[config.mk]
export PLATFORM = sky130hd
export DESIGN_NAME = npsp_nibble_port
export DESIGN_NICKNAME = d
export VERILOG_FILES = /design/src/core/npsp_pkg.sv /design/src/core/npsp_sync.sv /design/src/core/npsp_nibble_port.sv
export SDC_FILE = /design/constraint.sdc
export NUM_CORES = 1
export LEC_CHECK = 0
export BUFFER_PORTS_ARGS = -buffer_cell sky130_fd_sc_hd__buf_2
export CAP_MARGIN = 0
export CORE_UTILIZATION = 58
export CTS_BUF_LIST = sky130_fd_sc_hd__clkbuf_8 sky130_fd_sc_hd__clkbuf_16
export CTS_CLUSTER_SIZE = 10
export DETAILED_ROUTE_END_ITERATION = 12
export PLACE_DENSITY = 0.81
export SETUP_SLACK_MARGIN = 0.2
export SYNTH_ARGS = -nofsm -noshare
export SYNTH_HDL_FRONTEND = slang
export SYNTH_HIERARCHICAL = 1
export SYNTH_SLANG_ARGS = --single-unit
[constraint.sdc]
create_clock -name CORE_CLK -period 3.45 [get_ports CORE_CLK]
set_input_delay 0.345 -clock CORE_CLK [delete_from_list [all_inputs] [get_ports CORE_CLK]]
set_output_delay 0.345 -clock CORE_CLK [all_outputs]
set_load 0.03 [all_outputs]
[src/core/npsp_pkg.sv]
// Constants and carrier types for the nibble port and serial pin selection.
// Assumes an 8-bit internal register bus with 12-bit byte addresses.
package npsp_pkg;

   localparam int         ADDR_W           = 12;
   localparam logic [11:0] ADDR_LATCH      = 12'h00B;
   localparam logic [11:0] ADDR_PIN_STATE  = 12'h018;
   localparam logic [11:0] ADDR_DIRECTION  = 12'hF25;
   localparam logic [11:0] ADDR_FUNC_EN    = 12'hF3F;
   localparam logic [11:0] ADDR_DRIVE_TYPE = 12'hF4C;
   localparam logic [11:0] ADDR_SERIAL_SEL = 12'hFCB;

   localparam logic [7:0] RST_LATCH        = 8'h00;
   localparam logic [7:0] RST_DIRECTION    = 8'h00;
   localparam logic [7:0] RST_FUNC_EN      = 8'h00;
   localparam logic [7:0] RST_DRIVE_TYPE   = 8'h00;
   localparam logic [7:0] RST_SERIAL_SEL   = 8'h00;

   // Writable bits of each register; all others read as zero
   localparam logic [7:0] MASK_NIBBLE      = 8'hF0;
   localparam logic [7:0] MASK_FUNC_EN     = 8'h70;
   localparam logic [7:0] MASK_SERIAL_SEL  = 8'hD3;

   // Field positions in the serial pin selection register
   localparam int SEL_COMBO_LSB            = 0;
   localparam int SEL_GROUP_BIT            = 4;
   localparam int SEL_TIMER_LSB            = 6;

   localparam int SYNC_STAGES_W            = 9;

   typedef enum logic [1:0]
   {
      NPSP_ASYNC_TWO_WIRE,
      NPSP_ASYNC_SYNC,
      NPSP_SYNC_TWO_WIRE,
      NPSP_COMBO_RSVD
   } npsp_combo_e;

   typedef enum logic [1:0]
   {
      NPSP_TMR_DEDICATED,
      NPSP_TMR_ASYNC_FIRST,
      NPSP_TMR_ASYNC_SECOND,
      NPSP_TMR_RSVD
   } npsp_timer_sel_e;

   typedef struct packed
   {
      logic [3:0] lvl;
      logic [3:0] oe;
   } npsp_pin_drv_s;

   typedef struct packed
   {
      logic async_first;
      logic sync_serial;
      logic two_wire;
   } npsp_unit_en_s;

endpackage

[src/core/npsp_sync.sv]
// Two-stage synchroniser array for pin levels entering the core clock.
// Assumes inputs are asynchronous; clock enable freezes both stages.
`timescale 1ns/1ps
module npsp_sync #(
   parameter int W = 1
) (
   input  wire logic         CORE_CLK,
   input  wire logic         RST_N,
   input  wire logic         CLK_EN,
   input  wire logic [W-1:0] ASYNC_IN,
   output logic      [W-1:0] SYNC_OUT
);
   genvar g;
   generate
      for (g = 0; g < W; g++)
      begin : g_bit
         logic meta_ff;
         logic stable_ff;
         // First stage feeds only the second stage
         always_ff @(posedge CORE_CLK)
         begin
            if (!RST_N)
            begin
               meta_ff   <= 1'b0;
               stable_ff <= 1'b0;
            end
            else if (CLK_EN)
            begin
               meta_ff   <= ASYNC_IN[g];
               stable_ff <= meta_ff;
            end
         end
         assign SYNC_OUT[g] = stable_ff;
      end
   endgenerate
endmodule // npsp_sync

[src/core/npsp_nibble_port.sv]
// Four-pin bidirectional port (bits 7..4) with serial pin selection.
// Assumes a same-clock internal bus and same-clock serial/timer units.
// Functional notes
// - Four pins 7..4, each input or output
// - Drive bit: 0 push-pull, 1 open-drain
// - Latch 7..4 drives level; 3..0 read 0
// - Direction bit: 0 input, 1 output
// - Function enables 6..4 pick serial outputs
// - Bits 6..4 carry serial clock, data lines
// - Combination field enables two of three units; reserved code enables none
// - Selection reassigns pins and event latches
// - Group bit: alternate pins or this port
// - Timer field picks capture input source
// - Swap bit exchanges alternate receive and transmit pins; on this port it moves receive only
`timescale 1ns/1ps
module npsp_nibble_port (
   input  wire logic                   CORE_CLK,
   input  wire logic                   RST_N,
   input  wire logic                   CLK_EN,
   input  wire logic [11:0]            BUS_ADDR,
   input  wire logic                   BUS_WR,
   input  wire logic                   BUS_RD,
   input  wire logic [7:0]             BUS_WDATA,
   output logic      [7:0]             BUS_RDATA,
   input  wire logic [3:0]             PIN_IN,
   output npsp_pkg::npsp_pin_drv_s     PIN_DRV,
   input  wire logic [2:0]             ALT_PIN_IN,
   input  wire logic                   DEDICATED_TIMER_PIN,
   input  wire logic                   SECOND_ASYNC_RX_PIN,
   input  wire logic                   ASYNC_PIN_SWAP,
   input  wire logic                   SYNC_SERIAL_CLOCK,
   input  wire logic                   SYNC_SERIAL_OUTPUT,
   input  wire logic                   ASYNC_TRANSMIT_FIRST,
   input  wire logic                   ASYNC_RECEIVE_EVENT,
   input  wire logic                   SYNC_SERIAL_EVENT,
   input  wire logic                   TWO_WIRE_EVENT,
   output logic                        ASYNC_RECEIVE_FIRST,
   output logic                        SYNC_SERIAL_INPUT,
   output logic                        CAPTURE_TIMER_INPUT,
   output npsp_pkg::npsp_unit_en_s     UNIT_EN,
   output logic      [2:0]             ALT_FN_OUT,
   output logic      [2:0]             ALT_FN_SEL,
   output logic                        LATCH_SRC_RX,
   output logic                        LATCH_SRC_SBI
);
   import npsp_pkg::*;

   logic [7:0]      latch_ff;
   logic [7:0]      dir_ff;
   logic [7:0]      fe_ff;
   logic [7:0]      drv_ff;
   logic [7:0]      sel_ff;
   logic [8:0]      sync_lvl;
   logic [3:0]      pin_lvl;
   logic [2:0]      alt_lvl;
   logic            ded_lvl;
   logic            rx2_lvl;
   npsp_combo_e     combo;
   npsp_timer_sel_e tsel;
   logic            grp_port;
   logic            grp_sync;
   logic [3:0]      fn_val;
   logic [3:0]      nxt_lvl;
   logic [3:0]      nxt_oe;
   logic [7:0]      pin_state;
   logic [7:0]      nxt_rdata;

   npsp_sync #(.W(SYNC_STAGES_W)) u_sync (
      .CORE_CLK (CORE_CLK),
      .RST_N    (RST_N),
      .CLK_EN   (CLK_EN),
      .ASYNC_IN ({SECOND_ASYNC_RX_PIN, DEDICATED_TIMER_PIN, ALT_PIN_IN,
                  PIN_IN}),
      .SYNC_OUT (sync_lvl)
   );
   assign pin_lvl = sync_lvl[3:0];
   assign alt_lvl = sync_lvl[6:4];
   assign ded_lvl = sync_lvl[7];
   assign rx2_lvl = sync_lvl[8];

   assign combo    = npsp_combo_e'(sel_ff[SEL_COMBO_LSB +: 2]);
   assign tsel     = npsp_timer_sel_e'(sel_ff[SEL_TIMER_LSB +: 2]);
   assign grp_port = sel_ff[SEL_GROUP_BIT];
   // The shared group carries the sync unit only when async is off
   assign grp_sync = (combo == NPSP_SYNC_TWO_WIRE);

   // Register writes; masks keep unused bits at zero
   always_ff @(posedge CORE_CLK)
   begin
      if (!RST_N)
      begin
         latch_ff <= RST_LATCH;
         dir_ff   <= RST_DIRECTION;
         fe_ff    <= RST_FUNC_EN;
         drv_ff   <= RST_DRIVE_TYPE;
         sel_ff   <= RST_SERIAL_SEL;
      end
      else if (CLK_EN && BUS_WR)
      begin
         case (BUS_ADDR)
            ADDR_LATCH:      latch_ff <= BUS_WDATA & MASK_NIBBLE;
            ADDR_DIRECTION:  dir_ff   <= BUS_WDATA & MASK_NIBBLE;
            ADDR_FUNC_EN:    fe_ff    <= BUS_WDATA & MASK_FUNC_EN;
            ADDR_DRIVE_TYPE: drv_ff   <= BUS_WDATA & MASK_NIBBLE;
            ADDR_SERIAL_SEL: sel_ff   <= BUS_WDATA & MASK_SERIAL_SEL;
            default:         ;
         endcase
      end
   end

   // Peripheral output per pin; bit 7 has none
   always_comb
   begin
      fn_val    = 4'h0;
      fn_val[0] = grp_sync ? SYNC_SERIAL_OUTPUT : ASYNC_TRANSMIT_FIRST;
      fn_val[1] = ASYNC_TRANSMIT_FIRST;
      fn_val[2] = SYNC_SERIAL_CLOCK;
   end

   genvar i;
   generate
      for (i = 0; i < 4; i++)
      begin : g_pin
         logic val;
         assign val = (fe_ff[i+4] & dir_ff[i+4]) ? fn_val[i]
                                                 : latch_ff[i+4];
         // Open drain only ever sinks; release means high
         assign nxt_lvl[i] = drv_ff[i+4] ? 1'b0 : val;
         assign nxt_oe[i]  = dir_ff[i+4] & (~drv_ff[i+4] | ~val);
         assign pin_state[i+4] = (~dir_ff[i+4] | drv_ff[i+4])
                                 & pin_lvl[i];
      end
   endgenerate
   assign pin_state[3:0] = 4'h0;

   always_ff @(posedge CORE_CLK)
   begin
      if (!RST_N)
      begin
         PIN_DRV <= '0;
      end
      else if (CLK_EN)
      begin
         PIN_DRV.lvl <= nxt_lvl;
         PIN_DRV.oe  <= nxt_oe;
      end
   end

   always_comb
   begin
      case (BUS_ADDR)
         ADDR_LATCH:      nxt_rdata = latch_ff;
         ADDR_PIN_STATE:  nxt_rdata = pin_state;
         ADDR_DIRECTION:  nxt_rdata = dir_ff;
         ADDR_FUNC_EN:    nxt_rdata = fe_ff;
         ADDR_DRIVE_TYPE: nxt_rdata = drv_ff;
         ADDR_SERIAL_SEL: nxt_rdata = sel_ff;
         default:         nxt_rdata = 8'h00;
      endcase
   end

   always_ff @(posedge CORE_CLK)
   begin
      if (!RST_N)
      begin
         BUS_RDATA <= 8'h00;
      end
      else if (CLK_EN && BUS_RD)
      begin
         BUS_RDATA <= nxt_rdata;
      end
   end

   // Routing of serial, timer and event signals
   always_ff @(posedge CORE_CLK)
   begin
      if (!RST_N)
      begin
         ASYNC_RECEIVE_FIRST <= 1'b0;
         SYNC_SERIAL_INPUT   <= 1'b0;
         CAPTURE_TIMER_INPUT <= 1'b0;
         UNIT_EN             <= '0;
         ALT_FN_OUT          <= 3'h0;
         ALT_FN_SEL          <= 3'h0;
         LATCH_SRC_RX        <= 1'b0;
         LATCH_SRC_SBI       <= 1'b0;
      end
      else if (CLK_EN)
      begin
         if (grp_port)
         begin
            ASYNC_RECEIVE_FIRST <= ASYNC_PIN_SWAP ? pin_lvl[0]
                                                  : pin_lvl[1];
            SYNC_SERIAL_INPUT   <= pin_lvl[1];
            ALT_FN_SEL          <= 3'h0;
         end
         else
         begin
            ASYNC_RECEIVE_FIRST <= ASYNC_PIN_SWAP ? alt_lvl[0]
                                                  : alt_lvl[1];
            SYNC_SERIAL_INPUT   <= alt_lvl[1];
            ALT_FN_SEL <= grp_sync ? 3'b101
                                   : {1'b0, ASYNC_PIN_SWAP,
                                      ~ASYNC_PIN_SWAP};
         end
         ALT_FN_OUT <= grp_sync ? {SYNC_SERIAL_CLOCK, 1'b0,
                                   SYNC_SERIAL_OUTPUT}
                                : {1'b0, ASYNC_TRANSMIT_FIRST,
                                   ASYNC_TRANSMIT_FIRST};
         case (tsel)
            NPSP_TMR_DEDICATED:    CAPTURE_TIMER_INPUT <= ded_lvl;
            NPSP_TMR_ASYNC_FIRST:  CAPTURE_TIMER_INPUT <= alt_lvl[1];
            NPSP_TMR_ASYNC_SECOND: CAPTURE_TIMER_INPUT <= rx2_lvl;
            default:               CAPTURE_TIMER_INPUT <= 1'b0;
         endcase
         // Reserved combination enables nothing so no unit misroutes
         case (combo)
            NPSP_ASYNC_TWO_WIRE:
            begin
               UNIT_EN       <= 3'b101;
               LATCH_SRC_RX  <= ASYNC_RECEIVE_EVENT;
               LATCH_SRC_SBI <= TWO_WIRE_EVENT;
            end
            NPSP_ASYNC_SYNC:
            begin
               UNIT_EN       <= 3'b110;
               LATCH_SRC_RX  <= ASYNC_RECEIVE_EVENT;
               LATCH_SRC_SBI <= SYNC_SERIAL_EVENT;
            end
            NPSP_SYNC_TWO_WIRE:
            begin
               UNIT_EN       <= 3'b011;
               LATCH_SRC_RX  <= SYNC_SERIAL_EVENT;
               LATCH_SRC_SBI <= TWO_WIRE_EVENT;
            end
            default:
            begin
               UNIT_EN       <= 3'b000;
               LATCH_SRC_RX  <= 1'b0;
               LATCH_SRC_SBI <= 1'b0;
            end
         endcase
      end
   end
endmodule // npsp_nibble_port

==> impl_metrics.yaml <==
run_status:
  outcome: "complete, no violations"
placed_design:
  port_buffers: 65
  gp_congestion: 0.820
  place_ws_ns: 1.43
  dp_hpwl_mm: 4.84
floorplanning:
  io_pins: 71
  die_height_um: 75.5
  die_x_um: 75.5
  row_count: 26
  initial_core_util_pct: 61.0
  dieArea_sq_um: 5700
  core_area_sq_um: 5140
sta:
  tightest_slew_ns: 0.645
  timing_hold_violations_final: 0
  grt_setup_unrepaired: "false"
  slew_violations: 0
  max_slew_margin_pct: 56.7
  fmax_ghz: 0.599
  fin_crit_ns: 1.67
  post-route-period-util_pct: 48.4
  hold_ws_ns: 0.263
  setup_tns_ns: 0
  finClkSkew_ns: 0.00935
  setup_ws_ns: 1.78
  report.final.setup_viol: 0
cts:
  post_cts.repair.setup_buffers: 0
  clk_pin_slew_ns: 0.07
  cts_hold_buf: 0
  clkSinkCount: 64
  cts_made_buffers: 9
  cts_resized: 0
  ctsRootBufferMaster: "clkbuf_8"
  clk_latency_ns: 0.34
  htreeDepth: 3
  cts_tree: "built"
  cts_max_path_buffers: 2
routing:
  drc: 0
  wl_mm: 6.73
  wl_per_cell_um: 14.8
  drtAntennaViolNets: 0
  num_vias: 2544
  via_per_inst: 5.59
  drt_first_pass_iters: 4
  drt_iter0_drc: 154
critical_path:
  crit_fanout: 38
  worstPathRequired_ns: 3.72
  cp-start-kind: "input pin"
  crit_path_end_kind: "flop"
  worstSetupPathType: "in2reg"
  path_cells: "buf_2, buf_4, inv_1, or3_1, a21boi_0"
  r2r-start: "sel_ff[0]$_SDFFE_PN0P_"
  worstSetupStartpoint: "CLK_EN"
  crit_slowest_cell: "or3_1"
  slowest_delay_ns: 0.46
  arrival_ns: 1.94
final_layout:
  regArea_sq_um: 1280
  diodes: 0
  final_nets: 426
  multiInputGateArea_sq_um: 1670
  syn_to_final_growth_pct: 15.8
  fillerInstances: 406
  drive_gt1_share_pct: 23.1
job:
  maxCapViolations: 0
global_routing:
  grt_antenna_before_repair: 0
  grt_max_degree: 48
  track_usage_pct: 25.1
  overflow: 0
  grt_pass1_wl_mm: 10.6
  grt_pass1_vias: 2228
logic_synthesis:
  yosysWarnings: 6
  avgSynthCellArea_sq_um: 9.58
  synth_area_sq_um: 3130
  synthCells: 327
power_and_ir_drop:
  design_power_total_mw: 1.62
  power.density_nw_per_um2: 447
  ir_worst_vdd_mv: 0.297
  p_leak_nw: 1.49
hold_path:
  hold_start: "PIN_IN[3]"
  min_path_type: "in2reg"
==> metrics by stage <==
step | utilization (%) | cells | area [sq um]
2_1_floorplan | - | 328 | 3140
3_3_place_gp | 66.3 | 440 | 3410
3_5_place_dp | 66.3 | 440 | 3410
4_1_cts | 70.6 | 455 | 3630
5_1_grt | 70.6 | 455 | 3630
6_report | 70.6 | 455 | 3630
==> cells in the final DEF, fill, tap and decap left out, drive strengths merged, types with 4 or more instances in the layout <==
cell type and n:
buf 67, dfxtp 64, nor2b 54, mux2i 44, nand2 19, nor2 12, clkbuf 11, inv 10
a21oi 10, nor3 10, nand3 8, a21boi 8, a31oi 5, o211a 4, a32o 4, ha 4
==> power by group <==
group	internal, mW	switching [mW]
Sequential	0.757	0.00928
Clock	0.439	0.274
Combinational	0.0595	0.0840
==> metal layers <==
metal | global-route usage (%) | part of all wire, % | vias to the layer above
met5 | 0 | 0 | -
met4 | 10.9 | 1.7 | 0
met3 | 4.50 | 6.2 | 13
met2 | 39.8 | 47 | 94
met1 | 33.6 | 46 | 1181
li1 | - | - | 1256
==> area by class of cell <==
cell class | count | share of cell area, %
inverter | 9 | 0.931
timing repair buffer | 67 | 9.38
tap | 70 | 2.41
sequential | 64 | 35.3
multi-input combinational | 230 | 45.9
clock buffer | 11 | 4.17
clock inverter | 4 | 1.90
==> registers in the layout, summed over array words and instances (netlist names) <==
signal                  flops
drv_ff                      4
ALT_FN_OUT                  3
u_sync/g_bit.stable_ff      8
UNIT_EN                     3
ASYNC_RECEIVE_FIRST         1
CAPTURE_TIMER_INPUT         1
u_sync/g_bit.meta_ff        8
dir_ff                      4
LATCH_SRC_SBI               1
fe_ff                       3
BUS_RDATA                   6
LATCH_SRC_RX                1
sel_ff                      5
latch_ff                    4
SYNC_SERIAL_INPUT           1
ALT_FN_SEL                  3
PIN_DRV                     8
==> final timing paths <==
kind,slack (ns),end,cells after the start
worst max-delay path,1.78,ALT_FN_SEL[2]$_SDFFE_PN0P_,5
worst min-delay path,0.26,u_sync/g_bit[3].meta_ff$_SDFFE_PN0P_,3
worst max register to register,1.78,PIN_DRV[0]$_SDFFE_PN0P_,7
worst min register to register,0.46,BUS_RDATA[0]$_SDFFE_PN0P_,2
==> worst max-delay path: cells and delay by family <==
kind | cells | cell delay [ns]
AOI/OAI and AO/OA | 1 | 0.15
buffers and inverters | 3 | 0.97
and+or+nand+nor | 1 | 0.46
Note: power is estimated with default switching activity, not from simulation.
